**src/xie_pkg.sv**
```systemverilog
/*
 * Constants, types and decode helpers for the XOR instruction executor.
 * Assumes a 16-bit instruction word, an 8-bit data path and a 14-bit
 * data address built from a 6-bit bank select and an 8-bit file address.
 */
package xie_pkg;

    // ------------------------------------------------------------------
    // widths
    // ------------------------------------------------------------------
    localparam int unsigned INSTR_W = 16;
    localparam int unsigned DATA_W = 8;
    localparam int unsigned BANK_W = 6;
    localparam int unsigned ADDR_W = 14;

    // ------------------------------------------------------------------
    // opcode fields
    // ------------------------------------------------------------------
    localparam logic [7:0] OPC_LIT = 8'h0A;    // upper byte 0000 1010
    localparam logic [5:0] OPC_FILE = 6'h06;   // upper bits 0001 10
    localparam int unsigned POS_DEST = 9;
    localparam int unsigned POS_ACC = 8;

    // ------------------------------------------------------------------
    // addressing constants and reset values
    // ------------------------------------------------------------------
    localparam logic [7:0] ACC_SPLIT = 8'h60;  // first address of upper 160 bytes
    localparam logic [7:0] IDX_LIMIT = 8'h5F;  // highest indexed offset
    localparam logic [BANK_W-1:0] ACC_LO_BANK = 6'h00;
    localparam logic [BANK_W-1:0] ACC_HI_BANK = 6'h3F;
    localparam logic [DATA_W-1:0] ACC_RST = 8'h00;
    localparam logic [DATA_W-1:0] DATA_ZERO = 8'h00;
    localparam logic [ADDR_W-1:0] ADDR_RST = 14'h0000;

    // ------------------------------------------------------------------
    // types
    // ------------------------------------------------------------------
    typedef enum logic [1:0] {
        XIE_OP_NONE,
        XIE_OP_LIT,
        XIE_OP_FILE
    } xie_op_t;

    typedef enum logic [1:0] {
        XIE_Q_IDLE_OR_Q1,
        XIE_Q2_READ,
        XIE_Q3_PROC,
        XIE_Q4_WRITE
    } xie_state_t;

    typedef struct packed {
        xie_op_t op;
        logic dest;
        logic access;
        logic [7:0] field;             // literal or file address
    } xie_dec_t;

    typedef struct packed {
        logic [ADDR_W-1:0] addr;
        logic rd_en;
        logic wr_en;
        logic [DATA_W-1:0] wdata;
    } xie_file_req_t;

    // ------------------------------------------------------------------
    // decode one instruction word
    // ------------------------------------------------------------------
    function automatic xie_dec_t xie_decode(input logic [INSTR_W-1:0] w);
        xie_dec_t d;
        d.op = XIE_OP_NONE;
        d.dest = w[POS_DEST];
        d.access = w[POS_ACC];
        d.field = w[7:0];
        if (w[15:8] == OPC_LIT) begin
            d.op = XIE_OP_LIT;
        end else if (w[15:10] == OPC_FILE) begin
            d.op = XIE_OP_FILE;
        end
        return d;
    endfunction

    // sign and zero of a result
    function automatic logic [1:0] xie_flags(input logic [DATA_W-1:0] r);
        return {r[DATA_W-1], r == DATA_ZERO};
    endfunction

endpackage

```
**src/xie_addr_map.sv**
```systemverilog
/*
 * Data address former for the file-register operand.
 * Assumes all inputs are stable for the cycle in which the address is
 * sampled; purely combinational.
 */
`timescale 1ns/1ps

module xie_addr_map (
    // operand fields
    input wire logic [7:0] field_i,
    input wire logic access_i,
    // addressing context
    input wire logic [xie_pkg::BANK_W-1:0] bank_select_reg_i,
    input wire logic ext_active_i,
    input wire logic [xie_pkg::ADDR_W-1:0] index_base_i,
    // result
    output logic [xie_pkg::ADDR_W-1:0] addr_o,
    output logic indexed_o
);

    // ------------------------------------------------------------------
    // bank choice and indexed offset
    // ------------------------------------------------------------------
    always_comb begin
        indexed_o = 1'b0;
        if (access_i) begin
            addr_o = {bank_select_reg_i, field_i};
        end else if (ext_active_i && field_i <= xie_pkg::IDX_LIMIT) begin
            indexed_o = 1'b1;
            addr_o = xie_pkg::ADDR_W'(index_base_i + {6'h00, field_i});
        end else if (field_i < xie_pkg::ACC_SPLIT) begin
            addr_o = {xie_pkg::ACC_LO_BANK, field_i};
        end else begin
            addr_o = {xie_pkg::ACC_HI_BANK, field_i};
        end
    end

endmodule

```
**src/xie_xor_exec.sv**
```systemverilog
/*
 * Executes the literal XOR and file XOR instructions in one four-phase
 * instruction cycle: decode, operand read, process, write.
 * Assumes a single clock, inputs synchronous to it, and a file memory
 * that answers a read in the same clock as its address.
 */
`timescale 1ns/1ps

module xie_xor_exec (
    // clock and reset
    input wire logic clk_sys_i,
    input wire logic sys_rst_i,
    // instruction stream
    input wire logic instr_valid_i,
    input wire logic [xie_pkg::INSTR_W-1:0] instr_i,
    output logic instr_ready_o,
    // configuration and addressing context
    input wire logic extended_set_enable_i,
    input wire logic [xie_pkg::BANK_W-1:0] bank_select_reg_i,
    input wire logic [xie_pkg::ADDR_W-1:0] index_base_i,
    // file register port
    input wire logic [xie_pkg::DATA_W-1:0] file_rd_data_i,
    output xie_pkg::xie_file_req_t file_req_o,
    // core state
    output logic [xie_pkg::DATA_W-1:0] acc_o,
    output logic neg_flag_o,
    output logic zero_flag_o
);

    // ------------------------------------------------------------------
    // state
    // ------------------------------------------------------------------
    xie_pkg::xie_state_t state, next_state;
    xie_pkg::xie_dec_t dec, next_dec;
    xie_pkg::xie_file_req_t file_req, next_file_req;
    logic [xie_pkg::DATA_W-1:0] operand, next_operand;
    logic [xie_pkg::DATA_W-1:0] result, next_result;
    logic [xie_pkg::DATA_W-1:0] acc, next_acc;
    logic neg, next_neg, zero, next_zero;
    logic ext_active, next_ext_active;
    logic [xie_pkg::ADDR_W-1:0] map_addr;
    logic map_indexed;
    logic take;

    // instruction accepted only in idle or first phase, never dropped
    assign instr_ready_o = (state == xie_pkg::XIE_Q_IDLE_OR_Q1);
    assign take = instr_valid_i && instr_ready_o;
    assign file_req_o = file_req;
    assign acc_o = acc;
    assign neg_flag_o = neg;
    assign zero_flag_o = zero;

    // ------------------------------------------------------------------
    // operand address
    // ------------------------------------------------------------------
    xie_addr_map u_addr_map (
        .field_i(dec.field),
        .access_i(dec.access),
        .bank_select_reg_i(bank_select_reg_i),
        .ext_active_i(ext_active),
        .index_base_i(index_base_i),
        .addr_o(map_addr),
        .indexed_o(map_indexed)
    );

    // ------------------------------------------------------------------
    // next values of phase sequencer and data path
    // ------------------------------------------------------------------
    always_comb begin
        next_state = state;
        next_dec = dec;
        next_file_req = file_req;
        next_file_req.rd_en = 1'b0;
        next_file_req.wr_en = 1'b0;
        next_operand = operand;
        next_result = result;
        next_acc = acc;
        next_neg = neg;
        next_zero = zero;
        next_ext_active = extended_set_enable_i;
        unique case (state)
            xie_pkg::XIE_Q_IDLE_OR_Q1: begin
                if (take) begin
                    next_dec = xie_pkg::xie_decode(instr_i);
                    next_state = xie_pkg::XIE_Q2_READ;
                end
            end
            xie_pkg::XIE_Q2_READ: begin
                // decode phase done: present the operand address
                if (dec.op == xie_pkg::XIE_OP_FILE) begin
                    next_file_req.addr = map_addr;
                    next_file_req.rd_en = 1'b1;
                end
                next_state = xie_pkg::XIE_Q3_PROC;
            end
            xie_pkg::XIE_Q3_PROC: begin
                // operand read phase
                if (dec.op == xie_pkg::XIE_OP_FILE) begin
                    next_operand = file_rd_data_i;
                end else begin
                    next_operand = dec.field;
                end
                next_state = xie_pkg::XIE_Q4_WRITE;
            end
            xie_pkg::XIE_Q4_WRITE: begin
                // process phase, then write phase
                next_result = acc ^ operand;
                if (dec.op == xie_pkg::XIE_OP_FILE && dec.dest) begin
                    next_file_req.wr_en = 1'b1;
                    next_file_req.wdata = acc ^ operand;
                end
                next_state = xie_pkg::XIE_Q_IDLE_OR_Q1;
            end
        endcase
        // idle or first phase after the write phase commits flags, and the accumulator unless a file xor writes to the file
        if (state == xie_pkg::XIE_Q_IDLE_OR_Q1 &&
            dec.op != xie_pkg::XIE_OP_NONE) begin
            if (dec.op == xie_pkg::XIE_OP_LIT || !dec.dest) begin
                next_acc = result;
            end
            {next_neg, next_zero} = xie_pkg::xie_flags(result);
            next_dec.op = xie_pkg::XIE_OP_NONE;
            if (take) begin
                next_dec = xie_pkg::xie_decode(instr_i);
            end
        end
    end

    // ------------------------------------------------------------------
    // registers
    // ------------------------------------------------------------------
    always_ff @(posedge clk_sys_i or posedge sys_rst_i) begin
        if (sys_rst_i) begin
            state <= xie_pkg::XIE_Q_IDLE_OR_Q1;
            dec <= '{op: xie_pkg::XIE_OP_NONE, dest: 1'b0, access: 1'b0,
                     field: xie_pkg::DATA_ZERO};
            file_req <= '{addr: xie_pkg::ADDR_RST, rd_en: 1'b0,
                          wr_en: 1'b0, wdata: xie_pkg::DATA_ZERO};
            operand <= xie_pkg::DATA_ZERO;
            result <= xie_pkg::DATA_ZERO;
            acc <= xie_pkg::ACC_RST;
            neg <= 1'b0;
            zero <= 1'b0;
            ext_active <= 1'b0;
        end else begin
            state <= next_state;
            dec <= next_dec;
            file_req <= next_file_req;
            operand <= next_operand;
            result <= next_result;
            acc <= next_acc;
            neg <= next_neg;
            zero <= next_zero;
            ext_active <= next_ext_active;
        end
    end

    // ------------------------------------------------------------------
    // assertions
    // ------------------------------------------------------------------
    property p_lit_acc;
        @(posedge clk_sys_i) disable iff (sys_rst_i)
        (state == xie_pkg::XIE_Q4_WRITE && dec.op == xie_pkg::XIE_OP_LIT)
        |=> ##1 acc == ($past(acc, 2) ^ $past(dec.field, 2));
    endproperty
    a_lit_acc: assert property (p_lit_acc)
        else $error("literal xor gave wrong accumulator");

    property p_flags;
        @(posedge clk_sys_i) disable iff (sys_rst_i)
        (state == xie_pkg::XIE_Q4_WRITE && dec.op != xie_pkg::XIE_OP_NONE)
        |=> ##1 neg == $past(result[xie_pkg::DATA_W-1]) &&
            zero == ($past(result) == xie_pkg::DATA_ZERO);
    endproperty
    a_flags: assert property (p_flags)
        else $error("negative or zero flag wrong");

    property p_cycle;
        @(posedge clk_sys_i) disable iff (sys_rst_i)
        take |=> state == xie_pkg::XIE_Q2_READ ##1
                 state == xie_pkg::XIE_Q3_PROC ##1
                 state == xie_pkg::XIE_Q4_WRITE ##1 instr_ready_o;
    endproperty
    a_cycle: assert property (p_cycle)
        else $error("instruction did not finish in four phases");

    property p_lit_decode;
        @(posedge clk_sys_i) disable iff (sys_rst_i)
        (take && instr_i[15:8] == xie_pkg::OPC_LIT)
        |=> dec.op == xie_pkg::XIE_OP_LIT && dec.field == $past(instr_i[7:0]);
    endproperty
    a_lit_decode: assert property (p_lit_decode)
        else $error("literal xor not recognised");

    property p_file_read;
        @(posedge clk_sys_i) disable iff (sys_rst_i)
        (state == xie_pkg::XIE_Q3_PROC && dec.op == xie_pkg::XIE_OP_FILE)
        |-> file_req.rd_en ##1 operand == $past(file_rd_data_i);
    endproperty
    a_file_read: assert property (p_file_read)
        else $error("file operand not read");

    property p_dest;
        @(posedge clk_sys_i) disable iff (sys_rst_i)
        (state == xie_pkg::XIE_Q4_WRITE && dec.op == xie_pkg::XIE_OP_FILE)
        |=> (file_req.wr_en == $past(dec.dest)) ##1
            (acc == ($past(dec.dest, 2) ? $past(acc, 2) : $past(result)));
    endproperty
    a_dest: assert property (p_dest)
        else $error("xor result went to wrong destination");

    property p_bank;
        @(posedge clk_sys_i) disable iff (sys_rst_i)
        (state == xie_pkg::XIE_Q2_READ && dec.op == xie_pkg::XIE_OP_FILE &&
         dec.access)
        |=> file_req.addr == {$past(bank_select_reg_i), $past(dec.field)};
    endproperty
    a_bank: assert property (p_bank)
        else $error("bank select not used for address");

    property p_indexed;
        @(posedge clk_sys_i) disable iff (sys_rst_i)
        (state == xie_pkg::XIE_Q2_READ && dec.op == xie_pkg::XIE_OP_FILE &&
         !dec.access && ext_active && dec.field <= xie_pkg::IDX_LIMIT)
        |=> file_req.addr == xie_pkg::ADDR_W'($past(index_base_i) +
            {xie_pkg::ACC_LO_BANK, $past(dec.field)});
    endproperty
    a_indexed: assert property (p_indexed)
        else $error("indexed offset not applied");

    property p_ext_off;
        @(posedge clk_sys_i) disable iff (sys_rst_i)
        map_indexed == (!dec.access && !$past(sys_rst_i) &&
            $past(extended_set_enable_i) && dec.field <= xie_pkg::IDX_LIMIT);
    endproperty
    a_ext_off: assert property (p_ext_off)
        else $error("indexed mode does not follow extended set");

    property p_write_phase;
        @(posedge clk_sys_i) disable iff (sys_rst_i)
        ($changed(acc) || file_req.wr_en) |-> $past(state) ==
            (file_req.wr_en ? xie_pkg::XIE_Q4_WRITE
                            : xie_pkg::XIE_Q_IDLE_OR_Q1);
    endproperty
    a_write_phase: assert property (p_write_phase)
        else $error("write outside final phase");

    c_lit: cover property (@(posedge clk_sys_i)
        take && instr_i[15:8] == xie_pkg::OPC_LIT);
    c_file_to_file: cover property (@(posedge clk_sys_i) file_req.wr_en);
    c_indexed: cover property (@(posedge clk_sys_i)
        map_indexed && state == xie_pkg::XIE_Q2_READ);
    c_back_to_back: cover property (@(posedge clk_sys_i)
        take && dec.op != xie_pkg::XIE_OP_NONE);

endmodule

```
**config.mk**
```make
export PLATFORM = sky130hd
export DESIGN_NAME = xie_xor_exec
export DESIGN_NICKNAME = d
export VERILOG_FILES = /design/src/xie_pkg.sv /design/src/xie_addr_map.sv /design/src/xie_xor_exec.sv
export SDC_FILE = /design/constraint.sdc
export NUM_CORES = 1
export LEC_CHECK = 0
export BUFFER_PORTS_ARGS = -buffer_cell sky130_fd_sc_hd__buf_4
export CAP_MARGIN = 10
export CORE_UTILIZATION = 48
export DETAILED_ROUTE_END_ITERATION = 8
export PLACE_DENSITY = 0.85
export SLEW_MARGIN = 5
export SYNTH_ARGS = -nofsm -noshare
export SYNTH_HDL_FRONTEND = slang
export SYNTH_SLANG_ARGS = --single-unit
```
**constraint.sdc**
```tcl
create_clock -name clk_sys_i -period 1.73 [get_ports clk_sys_i]
set_input_delay 0 -clock clk_sys_i [delete_from_list [all_inputs] [get_ports clk_sys_i]]
set_output_delay 0 -clock clk_sys_i [all_outputs]
set_load 0.03 [all_outputs]
```
Yosys cells after proc, flatten, opt, wreduce, memory -nomap -nowiden
Index checks and enable logic that the tools add are counted.

Output and inout bits: 35. Word-level logic and storage cells: 58. Input bits: 48. Flip-flop bits (word level): 65.

Magnitude comparators: 2. Bitwise operators: 1. Reduce and logical (&&, ||, !) cells: 15. Add/subtract/negate cells: 1. Equality and inequality tests: 8. Multiplexer cells: 16.

Operators by type and width (number): $mux W12 (4); $mux W14 (3); $mux W9 (2); $add A14 B8 Y14 (1); $eq A8 B4 Y1 const B (1); $le A8 B7 Y1 const B (1); $logic_not A8 Y1 (1); $lt A8 B7 Y1 const B (1); $mux W8 (1); $pmux W2 S4 (1); $reduce_and A2 Y1 (4); $xor A8 B8 Y8 (1); $eq A2 B2 Y1 const B (3); $eq A6 B3 Y1 const B (1); $mux W2 (3); $reduce_bool A2 Y1 (3); $eq A2 B1 Y1 const B (2); $logic_and A1 B1 Y1 (4); $logic_not A2 Y1 (1); $mux W1 (2); $ne A2 B1 Y1 const B (1); $logic_not A1 Y1 (1); $logic_or A1 B1 Y1 (1).

Longest topological paths before layout
Word-level depth: 7. Gate-level depth with buffers: 7. Depth with buffers taken out: 7.

Hierarchy
Synthesis repeated with hierarchy kept, for this count alone.

Cell total of the unflattened synthesis: 326. Area, all modules: 3454.6 sq um.

Modules (own cells, without submodules): xie_xor_exec (instances 1, cells an instance 205, area each 2680.1 sq um); xie_addr_map (instances 1, cells an instance 121, area each 774.5 sq um).

Worst setup path before layout
No wires, ideal clock.

Path type: flip-flop to flip-flop. From: reg dec[0] (netlist bit). To: reg file_req (netlist bit file_req_o[18]). Clock period less this slack: 1.901 ns. Slack: -0.171 ns. Buffers on the path: 0. Cell stages (with the launch flop): 7. Library setup time: 0.082 ns. Data arrival time: 1.819 ns. Cell sequence: dfrtp_1 ha_1 fa_1 a211oi_2 o211ai_2 a211o_1 a31oi_1.

Longest elaborated chain between the ends: 4. Elaborated cells between the ends (all ways): 7.

RTL lines: from (decl) (line xie_xor_exec.sv:34) `xie_pkg::xie_dec_t dec, next_dec;`; from (signal assigned) (line xie_xor_exec.sv:135) `dec <= '{op: xie_pkg::XIE_OP_NONE, dest: 1'b0, access: 1'b0,`; from (signal assigned) (line xie_xor_exec.sv:147) `dec <= next_dec;`; parallel branches: the longest is 2 deep, another holds $add A14 B8 Y14; $mux W14 (*) (line xie_addr_map.sv:28) `end else if (ext_active_i && field_i <= xie_pkg::IDX_LIMIT) begin`; $mux W14 (*) (line xie_addr_map.sv:26) `if (access_i) begin`; to (signal assigned) (line xie_xor_exec.sv:137) `file_req <= '{addr: xie_pkg::ADDR_RST, rd_en: 1'b0,`; to (signal assigned) (line xie_xor_exec.sv:148) `file_req <= next_file_req;`; to (decl) (line xie_xor_exec.sv:35) `xie_pkg::xie_file_req_t file_req, next_file_req;`.

Every way passes the cells marked *. A chain may end at the register's enable or synchronous reset.

Worst setup path in the final report
From: reg dec[0] (netlist bit). To: reg file_req (netlist bit file_req_o[16]).

Longest elaborated chain between the ends: 4. Elaborated cells between the ends (all ways): 5.

RTL lines (line): parallel branches: the longest is 2 deep, another holds $add A14 B8 Y14; $mux W14 (*) (xie_addr_map.sv:28); $mux W14 (*) (xie_addr_map.sv:26).

Marked as above.

==> flow_metrics.tcl <==
set metrics [dict create \
    status "finished, violations left" \
    violations "DRC, hold timing, setup timing" \
    relSlewSlack_pct 59.11 \
    ys_async_sr_fraction_pct 100.0 \
    finClkSkew_ps 10.94 \
    port_buffers 82 \
    synth-compound-area-share_pct 15.34 \
    rsz0062_at_grt "yes" \
    grt-ovfl-total 0 \
    startpoint "dec[0]" \
    synth_area_leaders "dfrtp_1 50%, mux2_2 6.6%, ha_1 5.0%, a21oi_1 4.5%, mux2i_1 4.3%" \
    p_per_area_nw_per_um2 2007 \
    startpoint_type "flop" \
    synth_edf_count 0 \
    cts_tree "yes" \
    crit_buf_inv 0 \
    tns_ps -1162 \
    cts_htree_levels 3 \
    synth_top_cells_by_count "65 x dfrtp_1, 29 x a21oi_1, 28 x nand2_1" \
    final_nets 497 \
    final_hold_viol_count 1 \
    hp-class "in -> reg" \
    fin_total_pwr_mw 9.519 \
    antenna_cells 0 \
    pwr-share-clk_pct 16.4 \
    worstPathRequired_ps 1940 \
    combPwrFrac_pct 53.4 \
    die_h_um 84.03 \
    vias 2873 \
    period_needed_ps 1937 \
    grt_pass1_wl_mm 14.22 \
    yosysSeqAreaShare_pct 50.37 \
    track_usage_pct 26.48 \
    grt_pass1_vias 2884 \
    synthMuxAreaShare_pct 10.96 \
    cpMaxStageDelayCell "dfrtp_1" \
    intPower_mw 5.509 \
    synth-seq-cells 65 \
    netlist.area_leader.share_pct 50.37 \
    arrival_ps 2140 \
    p_switching_mw 4.009 \
    synth_cell_type_count 42 \
    antenna_found_initial 0 \
    synth-simple-area-share_pct 10.31 \
    final_antenna_net_count 0 \
    pin_count 83 \
    placed_area_um2 4083 \
    synth_xor_area_share_pct 4.882 \
    cts_max_path_buffers 2 \
    initial_core_util_pct 50.28 \
    dp_hpwl_mm 5.787 \
    cts_buffers 9 \
    clk_pin_slew_ps 70 \
    worst-slew-pin-transition_ps 613.3 \
    cp_slowest_stage_delay_ps 400 \
    crit_path_end_kind "flop" \
    switching_share_pct 42.12 \
    dieWidth_um 84.03 \
    r2r_start "dec[0]" \
    grt_max_degree 46 \
    clk-insertion-delay-late_ps 350 \
    synth_top_family_by_area "compound AO/OA/AOI/OAI gates" \
    power.share.sequential_pct 30.2 \
    cts-root-buf "clkbuf_8" \
    path_delay_family "adder cells" \
    worstHoldStart "file_rd_data_i[6]" \
    dieArea_um2 7060 \
    synth.avg_cell_area_um2 10.62 \
    synth_nets 366 \
    stdcell_count 515 \
    gp_congestion 0.8872 \
    totalWireLength_mm 9.276 \
    ys.flop_type "dfrtp_1" \
    cts_sinks 65 \
    via_per_inst 5.579 \
    synth.most_common_cell "dfrtp_1" \
    remaining_drc_errors 10 \
    synth_top_area_cell "dfrtp_1" \
    netlist_instances 304 \
    worstPathCellList "ha_2 -> fa_2 -> a211oi_4 -> o21ai_1 -> xor2_1 -> mux2i_1 -> o21ai_0" \
    drv_slew 0 \
    drt_iter0_drc 261 \
    p_leak_nw 2.191 \
    holdWs_ps -5.878 \
    final_area_um2 4742 \
    worstPathMaxFanout 3 \
    core_area_um2 6422 \
    peakVddDrop_mv 1.086 \
    fp-row-count 29 \
    final_core_util_pct 73.84 \
    n_fill_cell 401 \
    drive_above_1_share_pct 36.99 \
    fin_crit_sh_pct 111.9 \
    synth_warnings 0 \
    wl_per_cell_um 18.01 \
    fmax_ghz 0.5164 \
    synthAdderAreaFrac_pct 5.657 \
    path_class "reg -> reg" \
    area_growth_syn_to_layout_pct 46.84 \
    maxCapViolations 0 \
    drt_pass1_iterations 9 \
    syn-cell-area_um2 3229 \
    place_inst 472 \
    layout_setup_ws_ps -206.6 \
    setup_viol 10 \
]
[registers in the layout, summed over array words and instances, names as in the netlist]
name / cells
file_req_o: 24
dec: 12
acc_o: 8
operand: 8
result: 8
state: 2
ext_active: 1
neg_flag_o: 1
zero_flag_o: 1
[worst reg2reg max path: stages, from the launching register on]
cell and delay [ps]:
dfrtp_1 400, ha_2 200, fa_2 370, a211oi_4 280, o21ai_1 130, xor2_1 150
mux2i_1 160, o21ai_0 110
[placed cells by master (no fill, tap or decap), types with 3 or more instances in the layout]
| cell type | n |
|---|---|
| mux2_2 | 19 |
| a22oi_1 | 4 |
| dlygate4sd3_1 | 26 |
| o21ai_0 | 16 |
| clkbuf_8 | 10 |
| bufinv_16 | 3 |
| a21o_1 | 3 |
| nor2_1 | 25 |
| o21ai_1 | 9 |
| a21oi_1 | 28 |
| o211ai_1 | 5 |
| mux2i_1 | 14 |
| inv_1 | 8 |
| dfrtp_1 | 64 |
| a31oi_1 | 3 |
| ha_1 | 4 |
| buf_4 | 100 |
| nand2_1 | 28 |
| ha_4 | 7 |
| xor2_1 | 7 |
| xnor2_1 | 10 |
| nand2b_1 | 4 |
[power by group through the flow]
stage	sequential, mW	clock (mW)	combinational, mW
final	2.87	1.56	5.09
after global routing	2.94	1.63	5.44
after CTS	2.82	1.56	4.84
after detailed placement	2.82	0	4.54
after global placement	2.77	0	4.38
after floorplan	3.49	0	2.25
[layout make-up]
type,instances,area (um2),area share [%]
Clock buffer,11,141.4,2.982
Clock inverter,3,90.09,1.900
Inverter,9,33.78,0.7124
Multi-Input combinational cell,220,1679,35.41
Sequential cell,65,1628,34.33
Tap cell,77,96.34,2.032
Timing Repair Buffer,130,1074,22.64
[stage by stage]
step | setup slack (ps) | hold slack (ps)
after global routing | -272.1 | 23.84
final | -206.6 | -5.878
after global placement | -131.2 | 57.28
after detailed placement | -152.4 | 70.31
after CTS | -133.1 | 3.059
after floorplan | -99.01 | 31.43
[cell families after synthesis]
| family | after synthesis |
|---|---|
| compound gates | 82 |
| xor+xnor | 18 |
| mux | 33 |
| flops | 65 |
| simple gates | 73 |
| fa+ha+maj | 14 |
| buf+inv | 19 |
[what timing repair did]
action,CTS,global route
hold endpoints to repair,45,0
buffers inserted,2,1
gates resized for setup,15,9
hold buffers,26,0
pin swaps,13,13
setup endpoints to repair,9,16
[worst paths after layout]
path,end,slack (ps),cells after the start
worst max-delay path,file_req_o[16],-210,7
worst max register to register,file_req_o[16],-210,7
min in group asynchronous,dec[4],250,3
worst min register to register,file_req_o[13],490,2
max in group asynchronous,dec[1],860,4
worst min-delay path,operand[6],-6,3
[layer usage]
layer	routed length [um]	track usage (%)
met5	0	0
met4	331	12.07
met3	588	6.034
met1	3579	30.95
met2	4777	46.20
Note: power is estimated with default switching activity, not from simulation.
